<file path="config.mk">
export PLATFORM = sky130hd
export DESIGN_NAME = stepgen_diag
export DESIGN_NICKNAME = d
export VERILOG_FILES = /design/src/inc/stepgen_pkg.sv /design/src/hw/stepgen_diag.sv
export SDC_FILE = /design/constraint.sdc
export NUM_CORES = 1
export LEC_CHECK = 0
export BUFFER_PORTS_ARGS = -buffer_cell sky130_fd_sc_hd__clkbuf_2
export CAP_MARGIN = 0
export CORE_MARGIN = 4
export CORE_UTILIZATION = 60
export CTS_CLUSTER_DIAMETER = 100
export CTS_CLUSTER_SIZE = 40
export DETAILED_ROUTE_END_ITERATION = 10
export GPL_TIMING_DRIVEN = 0
export PLACE_DENSITY = 0.86
export SYNTH_ARGS = -nofsm -noshare
export SYNTH_HDL_FRONTEND = slang
export SYNTH_SLANG_ARGS = --single-unit
</file>
<file path="constraint.sdc">
create_clock -name clock -period 9.4 [get_ports clock]
set_clock_uncertainty 0.2 [all_clocks]
set_input_delay 0.94 -clock clock [delete_from_list [all_inputs] [get_ports clock]]
set_output_delay 0.94 -clock clock [all_outputs]
set_load 0.01 [all_outputs]
</file>
<file path="src/inc/stepgen_pkg.sv">
// Constants shared by the velocity step generator and diagnostic block.
// Assumes a 32-bit APB master and a single 125 MHz clock domain.
package stepgen_pkg;
   // ****************************************************************
   // Register byte offsets.
   // ****************************************************************
   localparam logic [7:0] OFF_CTRL = 8'h00;
   localparam logic [7:0] OFF_VELOCITY = 8'h04;
   localparam logic [7:0] OFF_STATE = 8'h08;
   localparam logic [7:0] OFF_POSITION = 8'h0c;
   localparam logic [7:0] OFF_INTERVAL = 8'h10;
   localparam logic [7:0] OFF_THRESHOLD = 8'h14;
   localparam logic [7:0] OFF_INT_STATUS = 8'h18;
   localparam logic [7:0] OFF_INT_MASK = 8'h1c;
   // ****************************************************************
   // Field layout and widths.
   // ****************************************************************
   localparam int VEL_W = 24;
   localparam int ACC_W = 24;
   localparam int POS_W = 10;
   localparam int IVL_W = 20;
   localparam int CTRL_EN = 0;
   localparam int CTRL_SEL_LO = 1;
   localparam int CTRL_SEL_HI = 2;
   localparam int FULL_RES = 256;
   localparam logic [POS_W-1:0] POS_ZERO = 10'h000;
   localparam logic [IVL_W-1:0] IVL_MAX = 20'hfffff;
   localparam logic [1:0] SHORT_RETRIES = 2'h3;
   // Interrupt and status bit positions.
   localparam int EV_HOT = 0;
   localparam int EV_OTPW = 1;
   localparam int EV_SHORT = 2;
   localparam int EV_OLA = 3;
   localparam int EV_OLB = 4;
   localparam int EV_W = 5;
   // Diagnostic pin function select.
   localparam logic [1:0] DIAG_ERROR = 2'h0;
   localparam logic [1:0] DIAG_INDEX = 2'h1;
   localparam logic [1:0] DIAG_STEP = 2'h2;
   // Driver stage states, one-hot.
   typedef enum logic [3:0] {
      DRV_OFF = 4'b0001,
      DRV_ON = 4'b0010,
      DRV_SHORT = 4'b0100,
      DRV_HOT = 4'b1000
   } drv_state_e;
endpackage : stepgen_pkg

</file>
<file path="src/hw/stepgen_diag.sv">
// Velocity step pulse generator with thermal, short and open-load diagnostics.
// Assumes synchronous sensor inputs and an APB master; one clock, async reset.
`timescale 1ns/10ps
module stepgen_diag import stepgen_pkg::*; #(
   parameter int USTEPS = 256
) (
   // Clock and reset.
   input wire logic clock,
   input wire logic reset_n,
   // APB slave.
   input wire logic psel,
   input wire logic penable,
   input wire logic pwrite,
   input wire logic [7:0] paddr,
   input wire logic [31:0] pwdata,
   output logic [31:0] prdata,
   output logic pready,
   output logic pslverr,
   // Sensor inputs from the analog front end.
   input wire logic temp_prewarn_in,
   input wire logic temp_shutdown_in,
   input wire logic short_gnd_a_in,
   input wire logic short_gnd_b_in,
   input wire logic short_vs_a_in,
   input wire logic short_vs_b_in,
   input wire logic open_load_a_in,
   input wire logic open_load_b_in,
   // External step input.
   input wire logic ext_step_in,
   input wire logic ext_dir_in,
   // Outputs.
   output logic bridge_enable,
   output logic diag_pin,
   output logic irq
);
   // ****************************************************************
   // Elaboration checks and helpers.
   // ****************************************************************
   if (USTEPS < 1 || USTEPS > FULL_RES || (USTEPS & (USTEPS - 1)) != 0) begin : g_bad
      $error("USTEPS must be a power of two from 1 to 256");
   end

   // Position increment per executed step for a given resolution.
   function automatic logic [POS_W-1:0] step_width(input int res);
      step_width = POS_W'(FULL_RES / res);
   endfunction : step_width

   localparam logic [POS_W-1:0] STEP_W = step_width(USTEPS);

   // ****************************************************************
   // Registers and next values.
   // ****************************************************************
   logic ctrl_en_ff, nxt_ctrl_en;
   logic [1:0] diag_sel_ff, nxt_diag_sel;
   logic signed [VEL_W-1:0] vel_ff, nxt_vel;
   logic [IVL_W-1:0] thresh_ff, nxt_thresh;
   logic [EV_W-1:0] int_stat_ff, nxt_int_stat;
   logic [EV_W-1:0] int_mask_ff, nxt_int_mask;
   logic [31:0] prdata_ff, nxt_prdata;
   logic pready_ff, nxt_pready, pslverr_ff, nxt_pslverr;
   logic irq_ff, nxt_irq;
   logic [ACC_W-1:0] acc_ff, nxt_acc;
   logic [POS_W-1:0] pos_ff, nxt_pos;
   logic [IVL_W-1:0] cnt_ff, nxt_cnt, ivl_ff, nxt_ivl;
   logic ext_step_ff, nxt_ext_step;
   logic toggle_ff, nxt_toggle;
   drv_state_e state_ff, nxt_state;
   logic [1:0] retry_ff, nxt_retry;
   logic [3:0] short_ff, nxt_short;
   logic otpw_ff, nxt_otpw, ola_ff, nxt_ola, olb_ff, nxt_olb;
   logic bridge_ff, nxt_bridge, diag_ff, nxt_diag;
   logic step_evt, step_dir_down, carry, short_any, confirm;
   logic [VEL_W-1:0] vel_mag;
   logic [EV_W-1:0] events;
   logic access, wr, rd;

   assign access = psel && penable && pready_ff;
   assign wr = access && pwrite;
   assign rd = access && !pwrite;

   // ****************************************************************
   // Step generator.
   // ****************************************************************
   // The accumulator adds the velocity magnitude every clock; its carry is a
   // microstep. A new velocity is used on the very next clock, no ramp.
   always_comb begin
      vel_mag = vel_ff[VEL_W-1] ? VEL_W'(-vel_ff) : VEL_W'(vel_ff);
      {carry, nxt_acc} = {1'b0, acc_ff} + {1'b0, vel_mag};
      nxt_ext_step = ext_step_in;
      if (vel_ff != '0) begin
         step_evt = carry;
         step_dir_down = vel_ff[VEL_W-1];
      end else begin
         step_evt = ext_step_in && !ext_step_ff;
         step_dir_down = ext_dir_in;
      end
      nxt_pos = step_evt ? (step_dir_down ? pos_ff - STEP_W : pos_ff + STEP_W) : pos_ff;
      nxt_toggle = step_evt ? !toggle_ff : toggle_ff;
      // The count saturates so the first step after a long stall reads as the slowest value.
      // The count restarts at one so it spans every clock between two steps.
      if (step_evt) begin
         nxt_cnt = IVL_W'(1'b1);
         nxt_ivl = IVL_W'(cnt_ff / IVL_W'(STEP_W));
      end else begin
         nxt_cnt = (cnt_ff == IVL_MAX) ? cnt_ff : cnt_ff + 1'b1;
         nxt_ivl = ivl_ff;
      end
   end

   // Step generator registers.
   always_ff @(posedge clock or negedge reset_n) begin
      if (!reset_n) begin
         acc_ff <= '0;
         pos_ff <= POS_ZERO;
         cnt_ff <= '0;
         ivl_ff <= IVL_MAX;
         ext_step_ff <= 1'b0;
         toggle_ff <= 1'b0;
      end else begin
         acc_ff <= nxt_acc;
         pos_ff <= nxt_pos;
         cnt_ff <= nxt_cnt;
         ivl_ff <= nxt_ivl;
         ext_step_ff <= nxt_ext_step;
         toggle_ff <= nxt_toggle;
      end
   end

   // ****************************************************************
   // Protection state machine.
   // ****************************************************************
   // A short must be seen on four detections (first plus three retries)
   // before the bridges drop, so a single ESD spike cannot stop the motor.
   always_comb begin
      short_any = short_gnd_a_in | short_gnd_b_in | short_vs_a_in | short_vs_b_in;
      confirm = (state_ff == DRV_ON) && short_any && (retry_ff == SHORT_RETRIES);
      nxt_retry = retry_ff;
      nxt_short = short_ff;
      nxt_otpw = temp_prewarn_in;
      nxt_ola = open_load_a_in;
      nxt_olb = open_load_b_in;
      nxt_state = state_ff;
      case (state_ff)
         DRV_OFF: begin
            nxt_retry = '0;
            if (ctrl_en_ff && !temp_shutdown_in) nxt_state = DRV_ON;
         end
         DRV_ON: begin
            if (!ctrl_en_ff) begin
               nxt_state = DRV_OFF;
            end else if (temp_shutdown_in) begin
               nxt_state = DRV_HOT;
            end else if (confirm) begin
               nxt_state = DRV_SHORT;
               nxt_short = {short_vs_b_in, short_vs_a_in, short_gnd_b_in, short_gnd_a_in};
            end else if (short_any) begin
               nxt_retry = retry_ff + 1'b1;
            end
         end
         DRV_SHORT: begin
            // Only a disable clears the short; enable alone keeps it off.
            if (!ctrl_en_ff) begin
               nxt_state = DRV_OFF;
               nxt_short = '0;
               nxt_retry = '0;
            end
         end
         DRV_HOT: begin
            if (!temp_prewarn_in && !temp_shutdown_in) nxt_state = DRV_OFF;
         end
         default: nxt_state = DRV_OFF;
      endcase
      nxt_bridge = (nxt_state == DRV_ON);
      case (diag_sel_ff)
         DIAG_INDEX: nxt_diag = (nxt_pos == POS_ZERO);
         DIAG_STEP: nxt_diag = nxt_toggle;
         default: nxt_diag = ctrl_en_ff && !nxt_bridge;
      endcase
   end

   // Protection registers.
   always_ff @(posedge clock or negedge reset_n) begin
      if (!reset_n) begin
         state_ff <= DRV_OFF;
         retry_ff <= '0;
         short_ff <= '0;
         otpw_ff <= 1'b0;
         ola_ff <= 1'b0;
         olb_ff <= 1'b0;
         bridge_ff <= 1'b0;
         diag_ff <= 1'b0;
      end else begin
         state_ff <= nxt_state;
         retry_ff <= nxt_retry;
         short_ff <= nxt_short;
         otpw_ff <= nxt_otpw;
         ola_ff <= nxt_ola;
         olb_ff <= nxt_olb;
         bridge_ff <= nxt_bridge;
         diag_ff <= nxt_diag;
      end
   end

   // ****************************************************************
   // APB registers and interrupts.
   // ****************************************************************
   // Events set sticky bits; a read of the status register clears them, but
   // an event in the same cycle survives the clear.
   always_comb begin
      events = '0;
      events[EV_HOT] = (nxt_state == DRV_HOT) && (state_ff != DRV_HOT);
      events[EV_OTPW] = temp_prewarn_in && !otpw_ff;
      events[EV_SHORT] = confirm;
      events[EV_OLA] = open_load_a_in && !ola_ff;
      events[EV_OLB] = open_load_b_in && !olb_ff;
      nxt_ctrl_en = ctrl_en_ff;
      nxt_diag_sel = diag_sel_ff;
      nxt_vel = vel_ff;
      nxt_thresh = thresh_ff;
      nxt_int_mask = int_mask_ff;
      nxt_int_stat = int_stat_ff;
      if (rd && paddr == OFF_INT_STATUS) nxt_int_stat = '0;
      nxt_int_stat = nxt_int_stat | events;
      nxt_pready = psel && !penable;
      nxt_pslverr = 1'b0;
      nxt_prdata = prdata_ff;
      if (psel && !penable) begin
         nxt_prdata = '0;
         case (paddr)
            OFF_CTRL: nxt_prdata[CTRL_SEL_HI:CTRL_EN] = {diag_sel_ff, ctrl_en_ff};
            OFF_VELOCITY: nxt_prdata = 32'(vel_ff);
            OFF_STATE: nxt_prdata = 32'({(ivl_ff <= thresh_ff), bridge_ff, olb_ff, ola_ff,
               short_ff, (state_ff == DRV_HOT), otpw_ff});
            OFF_POSITION: nxt_prdata = 32'(pos_ff);
            OFF_INTERVAL: nxt_prdata = 32'(ivl_ff);
            OFF_THRESHOLD: nxt_prdata = 32'(thresh_ff);
            OFF_INT_STATUS: nxt_prdata = 32'(int_stat_ff | events);
            OFF_INT_MASK: nxt_prdata = 32'(int_mask_ff);
            default: nxt_pslverr = 1'b1;
         endcase
      end
      if (wr) begin
         case (paddr)
            OFF_CTRL: begin
               nxt_ctrl_en = pwdata[CTRL_EN];
               nxt_diag_sel = pwdata[CTRL_SEL_HI:CTRL_SEL_LO];
            end
            OFF_VELOCITY: nxt_vel = pwdata[VEL_W-1:0];
            OFF_THRESHOLD: nxt_thresh = pwdata[IVL_W-1:0];
            OFF_INT_MASK: nxt_int_mask = pwdata[EV_W-1:0];
            default: nxt_ctrl_en = ctrl_en_ff;
         endcase
      end
      nxt_irq = |(nxt_int_stat & nxt_int_mask);
   end

   // Bus and interrupt registers.
   always_ff @(posedge clock or negedge reset_n) begin
      if (!reset_n) begin
         ctrl_en_ff <= 1'b0;
         diag_sel_ff <= DIAG_ERROR;
         vel_ff <= '0;
         thresh_ff <= '0;
         int_stat_ff <= '0;
         int_mask_ff <= '0;
         prdata_ff <= '0;
         pready_ff <= 1'b0;
         pslverr_ff <= 1'b0;
         irq_ff <= 1'b0;
      end else begin
         ctrl_en_ff <= nxt_ctrl_en;
         diag_sel_ff <= nxt_diag_sel;
         vel_ff <= nxt_vel;
         thresh_ff <= nxt_thresh;
         int_stat_ff <= nxt_int_stat;
         int_mask_ff <= nxt_int_mask;
         prdata_ff <= nxt_prdata;
         pready_ff <= nxt_pready;
         pslverr_ff <= nxt_pslverr;
         irq_ff <= nxt_irq;
      end
   end

   assign prdata = prdata_ff;
   assign pready = pready_ff;
   assign pslverr = pslverr_ff;
   assign bridge_enable = bridge_ff;
   assign diag_pin = diag_ff;
   assign irq = irq_ff;
endmodule : stepgen_diag

</file>
==> results by group <==
Timing
  • Setup repair after global routing missed its margin: no
  • Slew margin rel.: 19.4%
  • Max Transition Viols Final: 0
  • Final worst path period need: slightly below 5000 ps
  • Worst-Margin Slew: approximately 1200 ps
  • Fin. Hold Viols: 0
  • Final setup violation count: 0
  • Period utilisation layout: between 50% and 60%
  • Setup TNS: 0 ps
  • F_max: ~200 MHz

Power
  • Logic pwr share: 13.6%
  • Power per cell area: 157 nW/um^2
  • Clock group share of total power: roughly two fifths
  • P_int: ~1300 uW
  • Switch Pwr: a little under 500 uW
  • Sw Share: a little over a quarter
  • Peak supply drop: 159 uV
  • Sequential power share: a little under half
  • Static leakage: 0.00554 uW

Synthesis
  • Register bit total from synthesis: roughly 180
  • Area fraction of the dominant cell type after synthesis: 38.1%
  • Post-synth top cells: dfrtp_1, nand2_1, mux2_2, nor2_1, o21ai_0
  • Post-Syn Area: roughly 10000 um^2
  • Cells after Synth: 985
  • Post-synthesis async set-or-reset flop share: 100%
  • Synth area leader: dfrtp_1
  • YS warnings: 0
  • Net count after synthesis: 1099
  • Most common cell in the netlist: dfrtp_1
  • Top cells by area, synth: dfrtp_1, mux2_2, ha_1
  • Post-synth EDFFs: 0
  • Netlist cell types: between 70 and 80
  • Avg Cell Area, Syn: 10.3 um^2
  • Ys flop type: dfrtp_1
  • Seq/Total Area, Yosys: 43.6%

Layout
  • Fin nets: 1201
  • Syn-to-layout area delta: 13.0%
  • Final Cell Area: approximately 11000 um^2
  • Register area: 4410 um^2
  • Multi-input gate area: ~5300 um^2
  • Filler cells: approximately 1200
  • Share of cells above drive strength 1: between 20% and 30%
  • Ant. Diodes: 0

Die
  • Die ar.: about 19000 um^2
  • Starting Density: 61.2%
  • Boundary pin count: about 90
  • Die Wd: approximately 140 um
  • Height of the chip: 138 um
  • Num rows: 47
  • Core area: between 15000 and 20000 um^2

Drt
  • DR vias/cell: 6.22
  • Number of remaining DRC errors: 0
  • Per-cell routed wire length: between 15 and 20 um
  • DRT Wirelength: about 26000 um
  • Vias post-DR: around 8000
  • DRT Pass-1 Iters: 7
  • Starting DRT DRC Count: ~860
  • Antenna Nets Post-Route: 0

Status
  • Status: completed

Placed design
  • Routability Congestion: 0.947
  • Dpl hpwl: ~19000 um
  • Placed Area: about 11000 um^2
  • Number of buffers added on ports: 82

Global routing
  • First-pass GRT wire length: between 40000 and 50000 um
  • Pin count of the biggest net entering global routing: a little over 90
  • Initial antenna violation count: 0
  • Vias in the first global route: about 8100
  • Gr ovfl total: 0
  • GRT Total Usage: roughly 28%

Critical path
  • Setup crit end kind: register
  • Critical Path RT: approximately 9500 ps
  • Critical-path maximum fanout: 10
  • Crit path DAT: 5060 ps
  • Crit path launch type: register
  • Type of the worst setup path: register to register

CTS
  • Cts bufs inserted: 17
  • Post_cts resized: 0
  • Clk Latency, worst-skew pair: approximately 430 ps
  • CTS tree: yes
  • Postcts setup bufs: 0
  • Hold Buf Count CTS: 0
  • CTS Sinks: ~180
  • H-tree Lvls: 4
  • Root Driver: clkbuf_16
  • Clk pin slew, worst setup/hold paths: around 70 ps
  • CTS Buffer Depth: 2

Worst hold path
  • Worst Hold Class: register to register

Flow run
  • Max Cap Viol: 0
final timing paths:
path	from	to	slack, ps	cells after the start
max	vel_ff[5]	pos_ff[0]	4450	15
min	prdata[22]	prdata[22]	270	2
min reg2reg	prdata[22]	prdata[22]	270	2
min in group asynchronous	reset_n	acc_ff[21]	330	1
max reg2reg	vel_ff[5]	pos_ff[0]	4450	15
max in group asynchronous	reset_n	ivl_ff[15]	7760	2
critical path: stages (launching register included):
cell and delay [ps]:
dfrtp_1 440, or4_4 590, or3_1 410, or2_2 350
o31ai_1 300, xnor2_1 160, ha_1 300, a21o_1 200
a21o_1 200, or2_2 280, a311o_1 400, a31oi_4 380
nor2_4 100, buf_6 170, buf_4 180, xor2_1 150
per-layer routing:
| metal | vias to the layer above | share of wire (%) | GRT usage [%] | wire length [um] |
|---|---|---|---|---|
| met5 | - | 0 | 0 | 0 |
| met4 | 0 | 4.0 | 13.2 | 1030 |
| met3 | 81 | 6.5 | 5.04 | 1680 |
| met2 | 350 | 48 | 45.2 | 12400 |
| met1 | 4017 | 41 | 36.1 | 10600 |
| li1 | 3764 | - | - | - |
placed cells by master, fill, tap and decap left out, types with 22 or more instances in the layout:
cell type  count
nor2_1        70
dfrtp_1      154
mux2_2        73
clkbuf_2      81
nand3_1       22
o21ai_0       62
ha_1          57
xor2_1        23
nand2_1       99
inv_1         35
a21oi_1       33
a21o_1        23
xnor2_1       45
clkbuf_1      24
area by class of cell:
class	count	area share [%]
Buffer	46	2.17
Clock buffer	24	4.22
Clock inverter	8	0.931
Inverter	36	1.18
Multi-Input combinational cell	728	46.6
Sequential cell	175	38.6
Tap cell	220	2.41
Timing Repair Buffer	83	3.91
flip-flops by register name (all words and copies together) (netlist names), 2 cells and up:
| name | count |
|---|---|
| acc_ff | 24 |
| prdata | 24 |
| vel_ff | 24 |
| cnt_ff | 20 |
| ivl_ff | 20 |
| thresh_ff | 20 |
| pos_ff | 10 |
| int_mask_ff | 5 |
| int_stat_ff | 5 |
| short_ff | 4 |
| state_ff | 4 |
| diag_sel_ff | 2 |
| retry_ff | 2 |
power by group through the flow:
stage                     Sequential [uW]  Clock (uW)  Combinational (uW)
after floorplan                       842           0                 165
after global placement                849           0                 226
after detailed placement              850           0                 240
after CTS                             839         715                 241
after global routing                  844         748                 272
final                                 840         714                 244
stage by stage:
step	setup WS, ps	hold slack (ps)	total power [uW]	std cells	util [%]
after floorplan	4940	243	1010	985	-
after global placement	4060	251	1080	1287	65.3
after detailed placement	4490	260	1090	1288	65.5
after CTS	4440	274	1790	1320	69.1
after global routing	4290	291	1860	1320	69.1
final	4450	268	1800	1320	69.1
kinds of logic (layout without fill, tap and decap cells):
group,after synthesis,in the layout,share of synthesized area (%)
flip-flops,175,175,43.6
multiplexers,84,84,9.59
XOR/XNOR,68,68,5.89
AO/OA/AOI/OAI,221,221,14.9
AND/OR/NAND/NOR,296,296,14.8
buffers and inverters,82,197,3.79
adder cells (fa/ha/maj),59,59,7.45
Power figures use the tool's default switching activity.
